`config.mk`:
```
export PLATFORM = sky130hd
export DESIGN_NAME = dmc_display_mode_control
export DESIGN_NICKNAME = d
export VERILOG_FILES = /design/src/rtl/dmc_pkg.sv /design/src/rtl/dmc_refresh_gen.sv /design/src/rtl/dmc_display_mode_control.sv
export SDC_FILE = /design/constraint.sdc
export NUM_CORES = 1
export LEC_CHECK = 0
export ABC_CLOCK_PERIOD_IN_PS = 4000
export BUFFER_PORTS_ARGS = -buffer_cell sky130_fd_sc_hd__buf_2
export CAP_MARGIN = 0
export CORE_UTILIZATION = 52
export DETAILED_ROUTE_END_ITERATION = 16
export PLACE_DENSITY = 0.84
export SLEW_MARGIN = 20
export SYNTH_ARGS = -nofsm -noshare
export SYNTH_HDL_FRONTEND = slang
export SYNTH_SLANG_ARGS = --single-unit
```
`constraint.sdc`:
```
create_clock -name aclk -period 4 [get_ports aclk]
set_input_delay 0.4 -clock aclk [delete_from_list [all_inputs] [get_ports aclk]]
set_output_delay 0.4 -clock aclk [all_outputs]
set_load 0.02 [all_outputs]
```
`src/rtl/dmc_pkg.sv`:
```
package dmc_pkg;

   // ----------------------------------------------------------------
   // Register map (byte addresses)
   // ----------------------------------------------------------------
   localparam logic [3:0] DMC_ADDR_REFRESH = 4'h0;
   localparam logic [3:0] DMC_ADDR_MODE_TWO = 4'h4;
   localparam logic [3:0] DMC_ADDR_SYNC = 4'h8;
   localparam logic [3:0] DMC_ADDR_STATUS = 4'hC;

   // ----------------------------------------------------------------
   // Field positions of display_mode_two
   // ----------------------------------------------------------------
   localparam int DMC_CDE_OFF_BIT = 12;
   localparam int DMC_PRI_HI_BIT = 11;
   localparam int DMC_FMT_BIT = 10;
   localparam int DMC_ORIGIN_BIT = 9;
   localparam int DMC_CSY_HI_BIT = 7;
   localparam int DMC_CSY_LO_BIT = 6;
   localparam int DMC_PRI_LO_BIT = 5;

   // ----------------------------------------------------------------
   // Reset values and encodings
   // ----------------------------------------------------------------
   localparam logic [3:0] DMC_REFRESH_RST = 4'h8;
   localparam logic [1:0] DMC_SYNC_RST = 2'h2;
   localparam logic [1:0] DMC_SYNC_TV = 2'h2;
   localparam logic [9:0] DMC_ORIGIN_HALF = 10'h200;
   localparam logic [1:0] DMC_RESP_OKAY = 2'h0;
   localparam logic [1:0] DMC_RESP_SLVERR = 2'h2;

   // Layer identifiers, packed top first, three bits each
   localparam logic [2:0] DMC_L_CUR1 = 3'h0;
   localparam logic [2:0] DMC_L_CUR2 = 3'h1;
   localparam logic [2:0] DMC_L_FG = 3'h2;
   localparam logic [2:0] DMC_L_VID = 3'h3;
   localparam logic [2:0] DMC_L_BG = 3'h4;

   // ----------------------------------------------------------------
   // Timing
   // ----------------------------------------------------------------
   localparam int DMC_CLK_PERIOD_NS = 10;
   localparam int DMC_REFRESH_CYCLE_NS = 40;
   localparam int DMC_REFRESH_GAP_CYC =
      (DMC_REFRESH_CYCLE_NS + DMC_CLK_PERIOD_NS - 1) / DMC_CLK_PERIOD_NS;

   typedef struct packed {
      logic cde_pin_o;
      logic cde_pin_oe;
      logic own_rgb_sel;
      logic yc_convert;
      logic [9:0] fg1_origin_x;
      logic [14:0] layer_order;
      logic csync_n;
      logic tv_sync_mode;
   } dmc_disp_t;

   function automatic logic [14:0] dmc_layer_order(input logic [1:0] layer_priority_low);
      case (layer_priority_low)
         2'h2: dmc_layer_order = {DMC_L_CUR1, DMC_L_FG, DMC_L_VID, DMC_L_CUR2, DMC_L_BG};
         2'h3: dmc_layer_order = {DMC_L_FG, DMC_L_VID, DMC_L_CUR1, DMC_L_CUR2, DMC_L_BG};
         default: dmc_layer_order = {DMC_L_CUR1, DMC_L_CUR2, DMC_L_FG, DMC_L_VID, DMC_L_BG};
      endcase
   endfunction : dmc_layer_order

endpackage : dmc_pkg

```
`src/rtl/dmc_refresh_gen.sv`:
```
`timescale 1ns/10ps
module dmc_refresh_gen
   import dmc_pkg::*;
#(
   parameter int CNT_W = 4,
   parameter int GAP_CYC = DMC_REFRESH_GAP_CYC
) (
   input wire logic aclk,
   input wire logic aresetn,
   input wire logic raster_start,
   input wire logic display_area,
   input wire logic [CNT_W-1:0] refresh_count,
   output logic refresh_strobe,
   output logic busy
);

   typedef enum logic {DMC_RG_IDLE, DMC_RG_RUN} dmc_rg_state_t;

   if (CNT_W < 1 || GAP_CYC < 1 || GAP_CYC > 255) begin : g_chk
      $error("dmc_refresh_gen: unsupported parameters");
   end

   dmc_rg_state_t state_q, state_d;
   logic [CNT_W-1:0] left_q, left_d;
   logic [7:0] gap_q, gap_d;
   logic strobe_q, strobe_d;

   // ----------------------------------------------------------------
   // Refresh burst sequencer
   // ----------------------------------------------------------------
   always_comb begin
      state_d = state_q;
      left_d = left_q;
      gap_d = gap_q;
      strobe_d = 1'b0;
      case (state_q)
         DMC_RG_IDLE: begin
            if (raster_start && display_area && refresh_count != '0) begin
               state_d = DMC_RG_RUN;
               left_d = refresh_count;
               gap_d = 8'h00;
            end
         end
         DMC_RG_RUN: begin
            if (gap_q == 8'h00) begin
               strobe_d = 1'b1;
               gap_d = 8'(GAP_CYC - 1);
               left_d = left_q - 1'b1;
               if (left_q == CNT_W'(1)) begin
                  state_d = DMC_RG_IDLE;
               end
            end else begin
               gap_d = gap_q - 8'h01;
            end
         end
         default: state_d = DMC_RG_IDLE;
      endcase
   end

   always_ff @(posedge aclk) begin
      if (!aresetn) begin
         state_q <= DMC_RG_IDLE;
         left_q <= '0;
         gap_q <= 8'h00;
         strobe_q <= 1'b0;
      end else begin
         state_q <= state_d;
         left_q <= left_d;
         gap_q <= gap_d;
         strobe_q <= strobe_d;
      end
   end

   assign refresh_strobe = strobe_q;
   assign busy = (state_q == DMC_RG_RUN);

   // ----------------------------------------------------------------
   // Checks
   // ----------------------------------------------------------------
   logic [CNT_W-1:0] want_q;
   logic [CNT_W:0] sent_q;

   always_ff @(posedge aclk) begin
      if (!aresetn) begin
         want_q <= '0;
         sent_q <= '0;
      end else if (state_q == DMC_RG_IDLE && state_d == DMC_RG_RUN) begin
         want_q <= refresh_count;
         sent_q <= '0;
      end else if (strobe_q) begin
         sent_q <= sent_q + 1'b1;
      end
   end

   AST_BURST_COUNT: assert property (@(posedge aclk) disable iff (!aresetn)
      $fell(busy) |=> sent_q == {1'b0, want_q})
      else $error("refresh burst length differs from count");

endmodule : dmc_refresh_gen

```
`src/rtl/dmc_display_mode_control.sv`:
```
//
// What this block does
// - Count n gives n refreshes per raster that starts in display area
// - Count zero gives no refresh timing
// - Refresh count resets to eight
// - Reset keeps composite sync bits, clears rest
// - Bit 12 set disables composite enable pin
// - TV sync: pin selects own RGB
// - Bit 11 is upper layer priority bit
// - Bit 10 selects RGB or YC video
// - Bit 9 moves foreground origin to 512
// - TV sync mode holds composite sync high
// - Priority codes set layer stacking order
//
`timescale 1ns/10ps
module dmc_display_mode_control
   import dmc_pkg::*;
#(
   parameter int REFRESH_GAP = DMC_REFRESH_GAP_CYC
) (
   input wire logic aclk,
   input wire logic aresetn,
   input wire logic [3:0] s_axi_awaddr,
   input wire logic s_axi_awvalid,
   output logic s_axi_awready,
   input wire logic [31:0] s_axi_wdata,
   input wire logic [3:0] s_axi_wstrb,
   input wire logic s_axi_wvalid,
   output logic s_axi_wready,
   output logic [1:0] s_axi_bresp,
   output logic s_axi_bvalid,
   input wire logic s_axi_bready,
   input wire logic [3:0] s_axi_araddr,
   input wire logic s_axi_arvalid,
   output logic s_axi_arready,
   output logic [31:0] s_axi_rdata,
   output logic [1:0] s_axi_rresp,
   output logic s_axi_rvalid,
   input wire logic s_axi_rready,
   input wire logic hsync_n,
   input wire logic vsync_n,
   input wire logic display_area,
   output logic refresh_strobe,
   output dmc_disp_t disp_o
);

   // ----------------------------------------------------------------
   // Pin synchronisers
   // ----------------------------------------------------------------
   logic [1:0] hs_meta_q, hs_meta_d;
   logic [1:0] hs_sync_q, hs_sync_d;
   logic hs_prev_q, hs_prev_d;

   always_comb begin
      hs_meta_d = {vsync_n, hsync_n};
      hs_sync_d = hs_meta_q;
      hs_prev_d = hs_sync_q[0];
   end

   always_ff @(posedge aclk) begin
      if (!aresetn) begin
         hs_meta_q <= 2'h3;
         hs_sync_q <= 2'h3;
         hs_prev_q <= 1'b1;
      end else begin
         hs_meta_q <= hs_meta_d;
         hs_sync_q <= hs_sync_d;
         hs_prev_q <= hs_prev_d;
      end
   end

   logic raster_start;
   assign raster_start = hs_prev_q && !hs_sync_q[0];

   // ----------------------------------------------------------------
   // Register state
   // ----------------------------------------------------------------
   logic [3:0] refresh_q, refresh_d;
   logic cde_off_q, cde_off_d;
   logic pri_hi_q, pri_hi_d;
   logic fmt_q, fmt_d;
   logic origin_q, origin_d;
   logic pri_lo_q, pri_lo_d;
   // Power-up value only; reset leaves these bits alone
   logic [1:0] csy_q = 2'h0;
   logic [1:0] csy_d;
   logic [1:0] sync_mode_q, sync_mode_d;
   logic ref_busy;

   function automatic logic [31:0] dmc_merge(input logic [31:0] old_v, input logic [31:0] new_v,
                                             input logic [3:0] strb);
      for (int i = 0; i < 4; i++) begin
         dmc_merge[i*8 +: 8] = strb[i] ? new_v[i*8 +: 8] : old_v[i*8 +: 8];
      end
   endfunction : dmc_merge

   function automatic logic [31:0] dmc_read(input logic [3:0] addr, input logic [3:0] rf,
                                            input logic [15:0] m2, input logic [1:0] sm,
                                            input logic [2:0] st);
      case (addr)
         DMC_ADDR_REFRESH: dmc_read = {28'h0, rf};
         DMC_ADDR_MODE_TWO: dmc_read = {16'h0, m2};
         DMC_ADDR_SYNC: dmc_read = {30'h0, sm};
         DMC_ADDR_STATUS: dmc_read = {29'h0, st};
         default: dmc_read = 32'h0;
      endcase
   endfunction : dmc_read

   logic [15:0] mode_two_word;
   always_comb begin
      mode_two_word = 16'h0;
      mode_two_word[DMC_CDE_OFF_BIT] = cde_off_q;
      mode_two_word[DMC_PRI_HI_BIT] = pri_hi_q;
      mode_two_word[DMC_FMT_BIT] = fmt_q;
      mode_two_word[DMC_ORIGIN_BIT] = origin_q;
      mode_two_word[DMC_CSY_HI_BIT] = csy_q[1];
      mode_two_word[DMC_CSY_LO_BIT] = csy_q[0];
      mode_two_word[DMC_PRI_LO_BIT] = pri_lo_q;
   end

   logic [2:0] status_word;
   assign status_word = {ref_busy, disp_o.cde_pin_o, disp_o.tv_sync_mode};

   // ----------------------------------------------------------------
   // AXI4-Lite write channel
   // ----------------------------------------------------------------
   logic aw_have_q, aw_have_d;
   logic w_have_q, w_have_d;
   logic [3:0] waddr_q, waddr_d;
   logic [31:0] wdata_q, wdata_d;
   logic [3:0] wstrb_q, wstrb_d;
   logic bvalid_q, bvalid_d;
   logic [1:0] bresp_q, bresp_d;
   logic commit;
   logic [31:0] wmerged;

   assign s_axi_awready = !aw_have_q && !bvalid_q;
   assign s_axi_wready = !w_have_q && !bvalid_q;
   assign commit = aw_have_q && w_have_q;
   assign wmerged = dmc_merge(dmc_read(waddr_q, refresh_q, mode_two_word, sync_mode_q, status_word),
                              wdata_q, wstrb_q);

   always_comb begin
      aw_have_d = aw_have_q;
      w_have_d = w_have_q;
      waddr_d = waddr_q;
      wdata_d = wdata_q;
      wstrb_d = wstrb_q;
      bvalid_d = bvalid_q;
      bresp_d = bresp_q;
      if (s_axi_awvalid && s_axi_awready) begin
         aw_have_d = 1'b1;
         waddr_d = {s_axi_awaddr[3:2], 2'h0};
      end
      if (s_axi_wvalid && s_axi_wready) begin
         w_have_d = 1'b1;
         wdata_d = s_axi_wdata;
         wstrb_d = s_axi_wstrb;
      end
      if (commit) begin
         aw_have_d = 1'b0;
         w_have_d = 1'b0;
         bvalid_d = 1'b1;
         bresp_d = (waddr_q == DMC_ADDR_STATUS) ? DMC_RESP_SLVERR : DMC_RESP_OKAY;
      end
      if (bvalid_q && s_axi_bready) begin
         bvalid_d = 1'b0;
      end
   end

   always_ff @(posedge aclk) begin
      if (!aresetn) begin
         aw_have_q <= 1'b0;
         w_have_q <= 1'b0;
         waddr_q <= 4'h0;
         wdata_q <= 32'h0;
         wstrb_q <= 4'h0;
         bvalid_q <= 1'b0;
         bresp_q <= DMC_RESP_OKAY;
      end else begin
         aw_have_q <= aw_have_d;
         w_have_q <= w_have_d;
         waddr_q <= waddr_d;
         wdata_q <= wdata_d;
         wstrb_q <= wstrb_d;
         bvalid_q <= bvalid_d;
         bresp_q <= bresp_d;
      end
   end

   assign s_axi_bvalid = bvalid_q;
   assign s_axi_bresp = bresp_q;

   // ----------------------------------------------------------------
   // Register updates
   // ----------------------------------------------------------------
   always_comb begin
      refresh_d = refresh_q;
      cde_off_d = cde_off_q;
      pri_hi_d = pri_hi_q;
      fmt_d = fmt_q;
      origin_d = origin_q;
      pri_lo_d = pri_lo_q;
      csy_d = csy_q;
      sync_mode_d = sync_mode_q;
      if (commit && waddr_q == DMC_ADDR_REFRESH) begin
         refresh_d = wmerged[3:0];
      end
      if (commit && waddr_q == DMC_ADDR_MODE_TWO) begin
         cde_off_d = wmerged[DMC_CDE_OFF_BIT];
         pri_hi_d = wmerged[DMC_PRI_HI_BIT];
         fmt_d = wmerged[DMC_FMT_BIT];
         origin_d = wmerged[DMC_ORIGIN_BIT];
         pri_lo_d = wmerged[DMC_PRI_LO_BIT];
         csy_d = {wmerged[DMC_CSY_HI_BIT], wmerged[DMC_CSY_LO_BIT]};
      end
      if (commit && waddr_q == DMC_ADDR_SYNC) begin
         sync_mode_d = wmerged[1:0];
      end
   end

   always_ff @(posedge aclk) begin
      if (!aresetn) begin
         refresh_q <= DMC_REFRESH_RST;
         cde_off_q <= 1'b0;
         pri_hi_q <= 1'b0;
         fmt_q <= 1'b0;
         origin_q <= 1'b0;
         pri_lo_q <= 1'b0;
         sync_mode_q <= DMC_SYNC_RST;
      end else begin
         refresh_q <= refresh_d;
         cde_off_q <= cde_off_d;
         pri_hi_q <= pri_hi_d;
         fmt_q <= fmt_d;
         origin_q <= origin_d;
         pri_lo_q <= pri_lo_d;
         sync_mode_q <= sync_mode_d;
      end
   end

   always_ff @(posedge aclk) begin
      csy_q <= csy_d;
   end

   // ----------------------------------------------------------------
   // AXI4-Lite read channel
   // ----------------------------------------------------------------
   logic rvalid_q, rvalid_d;
   logic [31:0] rdata_q, rdata_d;
   logic [1:0] rresp_q, rresp_d;

   assign s_axi_arready = !rvalid_q;

   always_comb begin
      rvalid_d = rvalid_q;
      rdata_d = rdata_q;
      rresp_d = rresp_q;
      if (rvalid_q && s_axi_rready) begin
         rvalid_d = 1'b0;
      end
      if (s_axi_arvalid && s_axi_arready) begin
         rvalid_d = 1'b1;
         rdata_d = dmc_read({s_axi_araddr[3:2], 2'h0}, refresh_q, mode_two_word, sync_mode_q,
                            status_word);
         rresp_d = DMC_RESP_OKAY;
      end
   end

   always_ff @(posedge aclk) begin
      if (!aresetn) begin
         rvalid_q <= 1'b0;
         rdata_q <= 32'h0;
         rresp_q <= DMC_RESP_OKAY;
      end else begin
         rvalid_q <= rvalid_d;
         rdata_q <= rdata_d;
         rresp_q <= rresp_d;
      end
   end

   assign s_axi_rvalid = rvalid_q;
   assign s_axi_rdata = rdata_q;
   assign s_axi_rresp = rresp_q;

   // ----------------------------------------------------------------
   // Refresh timing
   // ----------------------------------------------------------------
   dmc_refresh_gen #(
      .CNT_W(4),
      .GAP_CYC(REFRESH_GAP)
   ) u_refresh (
      .aclk(aclk),
      .aresetn(aresetn),
      .raster_start(raster_start),
      .display_area(display_area),
      .refresh_count(refresh_q),
      .refresh_strobe(refresh_strobe),
      .busy(ref_busy)
   );

   // ----------------------------------------------------------------
   // Display control outputs
   // ----------------------------------------------------------------
   dmc_disp_t disp_q, disp_d;
   logic tv_mode;
   assign tv_mode = (sync_mode_q == DMC_SYNC_TV);

   always_comb begin
      disp_d = disp_q;
      // pin driver gated by bit 12
      disp_d.cde_pin_oe = !cde_off_q;
      // pin marks display area as active in every sync mode
      disp_d.cde_pin_o = display_area;
      disp_d.own_rgb_sel = tv_mode && display_area;
      disp_d.yc_convert = fmt_q;
      disp_d.fg1_origin_x = origin_q ? DMC_ORIGIN_HALF : 10'h000;
      disp_d.layer_order = dmc_layer_order({pri_hi_q, pri_lo_q});
      // composite sync held high in TV mode
      disp_d.csync_n = tv_mode ? 1'b1 : !(hs_sync_q[0] ^ hs_sync_q[1]);
      disp_d.tv_sync_mode = tv_mode;
   end

   always_ff @(posedge aclk) begin
      if (!aresetn) begin
         disp_q <= '{cde_pin_o: 1'b0, cde_pin_oe: 1'b0, own_rgb_sel: 1'b0, yc_convert: 1'b0,
                     fg1_origin_x: 10'h000, layer_order: 15'h0000, csync_n: 1'b1,
                     tv_sync_mode: 1'b0};
      end else begin
         disp_q <= disp_d;
      end
   end

   assign disp_o = disp_q;

   // ----------------------------------------------------------------
   // Assertions
   // ----------------------------------------------------------------
   // reset value of refresh count
   AST_REFRESH_RST: assert property (@(posedge aclk) !aresetn |=> refresh_q == DMC_REFRESH_RST)
      else $error("refresh count not eight after reset");
   // reset clears mode bits, keeps sync
   AST_MODE_TWO_RST: assert property (@(posedge aclk)
      !aresetn |=> (mode_two_word & 16'hFF3F) == 16'h0000 && csy_q == $past(csy_q))
      else $error("display_mode_two reset behaviour wrong");
   AST_REFRESH_ZERO: assert property (@(posedge aclk) disable iff (!aresetn)
      refresh_q == 4'h0 && !ref_busy |=> !refresh_strobe)
      else $error("refresh strobe with zero count");
   AST_REFRESH_START: assert property (@(posedge aclk) disable iff (!aresetn)
      raster_start && display_area && !ref_busy && refresh_q != 4'h0 |-> ##2 refresh_strobe)
      else $error("refresh burst did not start");
   AST_CDE_OFF: assert property (@(posedge aclk) disable iff (!aresetn)
      cde_off_q |=> !disp_o.cde_pin_oe)
      else $error("composite enable pin driven while disabled");
   // TV mode pin selects own RGB
   AST_TV_SELECT: assert property (@(posedge aclk) disable iff (!aresetn)
      tv_mode && display_area |=> disp_o.own_rgb_sel && disp_o.cde_pin_o)
      else $error("own RGB select missing in TV sync mode");
   AST_TV_CSYNC: assert property (@(posedge aclk) disable iff (!aresetn)
      tv_mode [*2] |=> disp_o.csync_n)
      else $error("composite sync low in TV sync mode");
   AST_LAYER_DEFAULT: assert property (@(posedge aclk) disable iff (!aresetn)
      !pri_hi_q && !pri_lo_q |=> disp_o.layer_order == {DMC_L_CUR1, DMC_L_CUR2, DMC_L_FG,
                                                          DMC_L_VID, DMC_L_BG})
      else $error("layer order wrong for priority 00");
   AST_LAYER_HI: assert property (@(posedge aclk) disable iff (!aresetn)
      pri_hi_q |=> disp_o.layer_order[5:3] == DMC_L_CUR2)
      else $error("upper priority bit has no effect");
   AST_YC: assert property (@(posedge aclk) disable iff (!aresetn)
      fmt_q |=> disp_o.yc_convert)
      else $error("YC conversion not selected");
   AST_ORIGIN: assert property (@(posedge aclk) disable iff (!aresetn)
      origin_q |=> disp_o.fg1_origin_x == DMC_ORIGIN_HALF)
      else $error("foreground origin not at 512");
   AST_READBACK: assert property (@(posedge aclk) disable iff (!aresetn)
      commit && waddr_q == DMC_ADDR_MODE_TWO && wstrb_q[1:0] == 2'h3 |=>
      mode_two_word == (wdata_q[15:0] & 16'h1EE0))
      else $error("display_mode_two does not read back");

   COV_WRITE_MODE: cover property (@(posedge aclk) disable iff (!aresetn)
      commit && waddr_q == DMC_ADDR_MODE_TWO);
   COV_BURST: cover property (@(posedge aclk) disable iff (!aresetn)
      refresh_strobe ##[1:8] refresh_strobe);
   COV_TV_MODE: cover property (@(posedge aclk) disable iff (!aresetn) $rose(tv_mode));

endmodule : dmc_display_mode_control

```
==> results.cfg, run 1 <==
[cts]
cts_max_level = 3
cts_buffer_depth = 2
numCtsBuffers = 9
cts_root_buf = clkbuf_8
cts_resized = 0
cts_tree = done
post-cts-setup-buffer-count = 0
cts_hold_buffers = 0
cts_sinks = 77
cts.clk_slew.worst_paths_ns = 0.08
worstSkewPairLatency_ns = 0.36

[timing]
maxSlewHeadroom_pct = 59.86
slew_viol_final = 0
setup_tns_ns = 0
period_share_pct = 48.08
fmax_mhz = 520.0
min_period_ns = 1.923
tightestPinTransition_ns = 0.5965
fin_hold_ws_ns = 0.2199
finalSetupViolations = 0
rsz0062_at_grt = no
fin_skew_ns = 0.01125
hold_viol = 0

[yosys]
synth_top_area_share_pct = 45.30
syn_avg_cell_area_um2 = 8.910
synthArstFlopShare_pct = 0
yosysMostFrequentCell = dfxtp_1
synth_flop_cell = dfxtp_1
ys_ff_latch = 77
yosysTopAreaCell = dfxtp_1
synth_cell_types = 50
ys_warn_count = 0
synth.area.top_cells = dfxtp_1 45%, buf_4 9.3%, nor2_1 4.8%, mux2i_1 4.5%, nand2_1 4.5%
synth_edf_count = 2
ys_top_cells_by_count = 75 x dfxtp_1, 42 x nor2_1, 41 x buf_4
syn-cell-area_mm2 = 0.003314
synth_seq_area_share_pct = 47.11
syn_inst = 372

[route]
ant_nets = 0
drc_errors = 0
num_vias = 2683
wl_um = 6608
vias_per_cell = 5.323
drt_iter0_markers = 131
firstDrtPassIters = 4
wire_per_inst_um = 13.11

[cells_and_area]
nets = 482
nFillCells = 512
seqCellArea_mm2 = 0.001562
area_delta_synth_final_pct = 10.76
drive_gt1_share_pct = 19.81
multi_input_area_mm2 = 0.001481
fin_util_pct = 60.92
antenna_cells = 0

[worst_hold_path]
hold_depth = 2
min_path_type = in -> reg
hp-start = vsync_n
min_to = hs_meta_q[1]

[power_and_ir_drop]
p_seq_share_pct = 53.0
p_per_area_mw_per_mm2 = 421.0
clock_power_share_pct = 36.1
p_int_w = 0.001087
leakage_nw = 1.579
p_sw_w = 0.0004582
finalPower_w = 0.001546
pwr-share-comb_pct = 10.9
vdd.ir_drop.worst_mv = 0.2324
p_sw_share_pct = 29.65

[worst_setup_path]
max_stage_delay_ns = 0.50
cp_num_buf_inv = 1
start_kind = flip-flop
end_kind = flip-flop
critical-path-top-delay-family = compound AO/OA/AOI/OAI gates
r2r_end = u_refresh.gap_q[6]
r2r_slack_ns = 2.08
crit_path_max_fanout = 9
rr_worst_depth = 6
cp.required_ns = 4.26
crit_path_top_delay_cell = a21oi_1
path_cells = inv_1, ha_1, nor4b_2, a21oi_1, a41oi_1, a311oi_1
crit_type = reg -> reg
worstPathArrival_ns = 2.18
reg2reg_from = u_refresh.gap_q[0]

[place]
routabilityCongestion = 0.8281
dp_hpwl_um = 4651
port_buffers = 59

[floorplan]
core-area_mm2 = 0.006026
initial_core_util_pct = 55.00
rows = 28
die_h_um = 81.84
die_w_um = 81.84
dieArea_mm2 = 0.006697
ioPinCount = 127

[outcome]
outcome = finished, final reports clean

[grt]
grt-ovfl-total = 0
antenna_found_initial = 0
grt_usage_pct = 20.94
grt_pass1_vias = 2296
grt_max_degree = 46
grt_first_pass_wirelength_um = 10500

[flow_run]
maxCapViolCount = 0
[layout by cell type (no fill, tap or decap), types with 3 or more instances in the layout]
| master | Yosys | layout |
|---|---|---|
| a22oi_1 | 8 | 8 |
| clkbuf_8 | 0 | 9 |
| dfxtp_1 | 75 | 75 |
| nor2_1 | 42 | 42 |
| buf_2 | 1 | 59 |
| a21oi_1 | 27 | 27 |
| and3_1 | 4 | 4 |
| inv_1 | 12 | 12 |
| inv_6 | 0 | 3 |
| and2_1 | 9 | 9 |
| ha_1 | 4 | 4 |
| nand3_1 | 7 | 7 |
| o21ai_0 | 11 | 11 |
| mux2i_1 | 15 | 15 |
| nand2_1 | 40 | 40 |
| a2bb2oi_1 | 4 | 4 |
| nor3_1 | 5 | 5 |
| nand2b_1 | 9 | 9 |
| conb_1 | 1 | 40 |
[area by class of cell]
| cell class | instances | share of cell area (%) |
|---|---|---|
| clock inverter | 7 | 1.704 |
| inverter | 12 | 1.227 |
| sequential | 77 | 42.54 |
| multi-input combinational | 264 | 40.35 |
| clock buffer | 9 | 3.374 |
| timing repair buffer | 60 | 8.248 |
| tap | 75 | 2.556 |
[through the flow]
stage          cell area, µm²  instances  worst slack, ns
6_report                 3671        504            2.077
5_1_grt                  3671        504            1.900
4_1_cts                  3671        504            2.082
3_5_place_dp             3485        488            2.086
3_3_place_gp             3485        488            2.193
2_1_floorplan            3461        411            2.355
[sequential cells by signal, summed over array words and instances, names as in the netlist, 4 cells and up]
name / cells
disp_o: 14
s_axi_rdata: 11
wdata_q: 11
u_refresh.gap_q: 8
refresh_q: 4
u_refresh.left_q: 4
[metal layers]
metal,global-route usage [%],part of all wire (%)
met2,33.64,47
met4,10.88,2.9
met5,0,0
met1,25.93,43
met3,5.000,6.5
[cell families after synthesis]
family	after synthesis	synth area share, %
xor gates and xnor gates	1	0.2643
DFF	77	47.11
AOI/OAI and AO/OA	70	13.67
and+or+nand+nor	132	19.52
buffers and inverters	70	12.61
adders and majority gates	4	1.510
muxes	17	5.209
other	1	0.1131
[power groups by stage]
stage	Clock (W)	Combinational, W	Sequential, W
global route	0.000598	0.000187	0.000823
detailed placement	0	0.000166	0.000836
CTS	0.000565	0.000168	0.000818
finish	0.000558	0.000168	0.000819
global placement	0	0.000163	0.000835
floorplan	0	0.000150	0.000837
[worst max path at each step]
stage | startpoint | to | slack [ns] | depth (start not counted)
after detailed placement | u_refresh.gap_q[0] | u_refresh.gap_q[6] | 2.09 | 6
after CTS | u_refresh.gap_q[0] | u_refresh.gap_q[6] | 2.08 | 6
after global placement | u_refresh.gap_q[0] | u_refresh.gap_q[7] | 2.19 | 6
after floorplan | u_refresh.gap_q[0] | u_refresh.gap_q[7] | 2.36 | 6
final | u_refresh.gap_q[0] | u_refresh.gap_q[6] | 2.08 | 6
after global routing | u_refresh.gap_q[0] | u_refresh.gap_q[7] | 1.90 | 6
No activity file was read; power rests on OpenSTA's default activity.
==> inputs of run 2 (changes only) <==
Settings changed: ABC_CLOCK_PERIOD_IN_PS 4000 to 1900, CORE_UTILIZATION 52 to 49, PLACE_DENSITY 0.84 to 0.8.
Clock period 4 ns to 1.9 ns, I/O delays scaled along.
==> results.cfg, run 2 (same netlist as run 1, synthesis figures left out) <==
[place]
dp.cells = 498
routabilityCongestion = 0.8022
place_ws_ns = -0.007562
port_buffers = 59
dp_hpwl_um = 4670

[outcome]
outcome = finished, violations left
violations = DRC

[route]
drc_errors = 14
ant_nets = 0
firstDrtPassIters = 11
wl_um = 6600
wire_per_inst_um = 12.77
vias_per_cell = 5.172
num_vias = 2674
drt_iter0_markers = 152

[cells_and_area]
final_common_cell = dfxtp_1
largest_reg_flops = 14
area_delta_synth_final_pct = 14.65
nets = 493
antenna_cells = 0
drive_gt1_share_pct = 22.05
final_cell_mix = 75 x dfxtp_1, 59 x buf_2, 42 x nor2_1
layout.cells.non_filler = 517

[worst_hold_path]
min_path_type = in -> reg

[grt]
grt_max_degree = 54
grt-ovfl-total = 0
grt_pass1_vias = 2270
antenna_found_initial = 0
grt_usage_pct = 18.44
grt_first_pass_wirelength_um = 10320

[worst_setup_path]
crit_path_top_delay_cell = nor4b_4
path_cells = inv_1, ha_1, nor4b_4, buf_4, a21oi_4, and3_1, o221a_2
start_kind = flip-flop
critical-path-top-delay-family = simple AND/OR/NAND/NOR gates
cp.required_ns = 2.14
end_kind = flip-flop
crit_type = reg -> reg
worstPathArrival_ns = 2.06
max_stage_delay_ns = 0.35
cp_num_buf_inv = 2
crit_path_max_fanout = 9

[timing]
layout_setup_ws_ns = 0.07461
rsz0062_at_grt = yes
finalSetupViolations = 0
maxSlewHeadroom_pct = 56.68
slew_viol_final = 0
tightestPinTransition_ns = 0.6439
fin_skew_ns = 0.008938
fmax_mhz = 547.8
min_period_ns = 1.825
fin_hold_ws_ns = 0.02623
hold_viol = 0
period_share_pct = 96.07

[cts]
numCtsBuffers = 9
cts_buffer_depth = 2
worstSkewPairLatency_ns = 0.35
cts_root_buf = clkbuf_8
cts.clk_slew.worst_paths_ns = 0.09
cts_tree = done
cts_sinks = 77
cts_max_level = 3
cts_hold_buffers = 0

[power_and_ir_drop]
finalPower_w = 0.003274
p_per_area_mw_per_mm2 = 861.5
leakage_nw = 1.646
vdd.ir_drop.worst_mv = 0.2932

[floorplan]
die_w_um = 84.25
ioPinCount = 127
die_h_um = 84.25
core-area_mm2 = 0.006422
dieArea_mm2 = 0.007097
rows = 29
initial_core_util_pct = 51.61

[flow_run]
maxCapViolCount = 0
## run 2: changes by cell type in the layout (fill, tap and decap cells not counted), sizes merged
| cell | change |
|---|---|
| buf | +11 |
| inv | -2 |
| clkinv | +1 |
| clkinvlp | +1 |
## run 2: final cells by class
cell class	count	area (µm²)
Fill cell	546	2623
Sequential cell	77	1562
Multi-Input combinational cell	264	1509
Timing Repair Buffer	71	397.9
Clock buffer	9	123.9
Tap cell	77	96.34
Clock inverter	7	66.31
Inverter	12	45.04
## run 2: stage by stage
stage,util [%],TNS [ns],instance area [µm²]
after global placement,55.43,0,3560
after floorplan,-,0,3461
after global routing,59.17,-0.02628,3800
after detailed placement,55.43,-0.007562,3560
after CTS,58.52,0,3759
final,59.17,0,3800
## run 2: layer usage
layer	routed length (µm)	up-vias	track usage, %
li1	-	1325	-
met1	2816	1227	22.39
met2	3258	104	30.25
met3	355	18	3.736
met4	169	0	11.13
met5	0	-	0
## run 2: what timing repair did
action                                  CTS  global route
resized for setup                         1             3
endpoints found under the setup margin    4             8
buffers inserted                          0             3
hold endpoints to repair                  0             0
## run 2: worst paths after layout
kind	start	end	slack [ns]	cells past startpoint
max	u_refresh.gap_q[0]	u_refresh.gap_q[7]	0.07	7
min	hsync_n	hs_meta_q[0]	0.03	2
max reg2reg	u_refresh.gap_q[0]	u_refresh.gap_q[7]	0.07	7
min reg2reg	hs_meta_q[1]	hs_sync_q[1]	0.41	1
## run 2: power by group
group	switching (W)	total (W)	internal [W]	leakage, nW
Clock	0.000659	0.00117	0.000508	0.0918
Combinational	0.000258	0.000386	0.000128	0.919
Sequential	0.0000457	0.00172	0.00167	0.635
Total	0.000963	0.00327	0.00231	1.65
==> inputs of run 3 (changes only) <==
Settings changed: ABC_CLOCK_PERIOD_IN_PS 1900 to 1600, CORE_UTILIZATION 49 to 44, PLACE_DENSITY 0.8 to 0.76.
Clock period 1.9 ns to 1.6 ns, I/O delays scaled along.
==> results.cfg, run 3 (same netlist as run 1, synthesis figures left out) <==
[timing]
maxSlewHeadroom_pct = 65.24
rsz0062_at_grt = yes
fin_skew_ns = 0.009423
fmax_mhz = 636.7
finalSetupViolations = 0
layout_setup_ws_ns = 0.02940
tightestPinTransition_ns = 0.5169
min_period_ns = 1.571
slew_viol_final = 0
setup_tns_ns = 0
period_share_pct = 98.16
hold_viol = 0

[cts]
cts_tree = done
cts_buffer_depth = 2
cts_sinks = 77
worstSkewPairLatency_ns = 0.35
cts_root_buf = clkbuf_8
numCtsBuffers = 9
cts.clk_slew.worst_paths_ns = 0.09
cts_max_level = 3

[place]
port_buffers = 59
dp.cells = 532
place_ws_ns = -0.007953
routabilityCongestion = 0.8248
dp_hpwl_um = 4861
placed_area_mm2 = 0.003677

[power_and_ir_drop]
finalPower_w = 0.004041
leakage_nw = 1.733
p_per_area_mw_per_mm2 = 1006
vdd.ir_drop.worst_mv = 0.4053

[cells_and_area]
largest_reg_flops = 14
layout.cells.non_filler = 554
final_common_cell = dfxtp_1
antenna_cells = 0
area_delta_synth_final_pct = 21.22
nFillCells = 652
design_area_mm2 = 0.004018
nets = 508
final_cell_mix = 73 x dfxtp_1, 59 x buf_2, 42 x nor2_1
drive_gt1_share_pct = 27.25

[worst_setup_path]
cp_num_buf_inv = 0
path_cells = nor4_4, or4_4, a221o_1, a21oi_2
max_stage_delay_ns = 0.55
crit_type = reg -> reg
critical-path-top-delay-family = simple AND/OR/NAND/NOR gates
start_kind = flip-flop
crit_path_top_delay_cell = or4_4
cp.required_ns = 1.89
end_kind = flip-flop
crit_path_max_fanout = 7
worstPathArrival_ns = 1.86

[route]
wl_um = 7054
drt_iter0_markers = 140
vias_per_cell = 4.894
wire_per_inst_um = 12.73
firstDrtPassIters = 4
num_vias = 2711
ant_nets = 0
drc_errors = 0

[grt]
grt_max_degree = 28
antenna_found_initial = 0
grt_first_pass_wirelength_um = 10590
grt-ovfl-total = 0
grt_usage_pct = 17.89
grt_pass1_vias = 2304

[floorplan]
dieArea_mm2 = 0.007884
core-area_mm2 = 0.007253
rows = 31
initial_core_util_pct = 45.70
ioPinCount = 127
die_w_um = 88.79
die_h_um = 88.79

[flow_run]
maxCapViolCount = 0

[outcome]
outcome = finished, final reports clean

[worst_hold_path]
min_path_type = in -> reg
[run 3: area by class of cell]
type / count / area [µm²] / area share, %
clock inverters: 7 / 82.58 / 2.055
flip-flops and latches: 77 / 1564 / 38.93
inverters: 12 / 45.04 / 1.121
well taps: 99 / 123.9 / 3.083
repair buffers: 86 / 506.7 / 12.61
clock buffers: 9 / 123.9 / 3.083
multi-input cells: 264 / 1572 / 39.12
[run 3: stage by stage]
stage	util, %	hold WS (ns)
CTS	54.06	0.02413
floorplan	-	0.1877
detailed placement	50.70	0.3510
finish	55.39	0.03758
global route	55.39	0.02920
global placement	50.70	0.3465
[run 3: worst paths after layout]
| path | start | to | slack (ns) | cells after the start |
|---|---|---|---|---|
| worst max-delay path | refresh_q[2] | u_refresh.left_q[1] | 0.03 | 4 |
| worst min-delay path | s_axi_wdata[6] | wdata_q[6] | 0.04 | 3 |
| worst max register to register | refresh_q[2] | u_refresh.left_q[1] | 0.03 | 4 |
| worst min register to register | hs_meta_q[0] | hs_sync_q[0] | 0.41 | 1 |
[run 3: worst min-delay path: cells and delay by family]
kind	cells	cell delay, ns
buf+inv	1	0.09
simple gates	1	0.04
compound gates	1	0.05
[run 3: report_power, final]
part           internal [W]  switching (W)
clock network      0.000741       0.000767
registers           0.00199      0.0000502
logic              0.000176       0.000318
[run 3: repair_timing]
item / in CTS / in global routing
gates resized for setup: 2 / 16
endpoints found under the hold margin: 2 / 0
endpoints found under the setup margin: 3 / 9
pin swaps: 1 / 7
setup buffers: 1 / 3
hold buffers: 2 / 0
[run 3: metal layers]
metal / vias to the layer above / track usage (%) / wire [µm]
li1: 1344 / - / -
met1: 1253 / 21.93 / 3170
met2: 97 / 28.39 / 3357
met3: 17 / 4.757 / 337
met4: 0 / 10.26 / 188
met5: - / 0 / 0
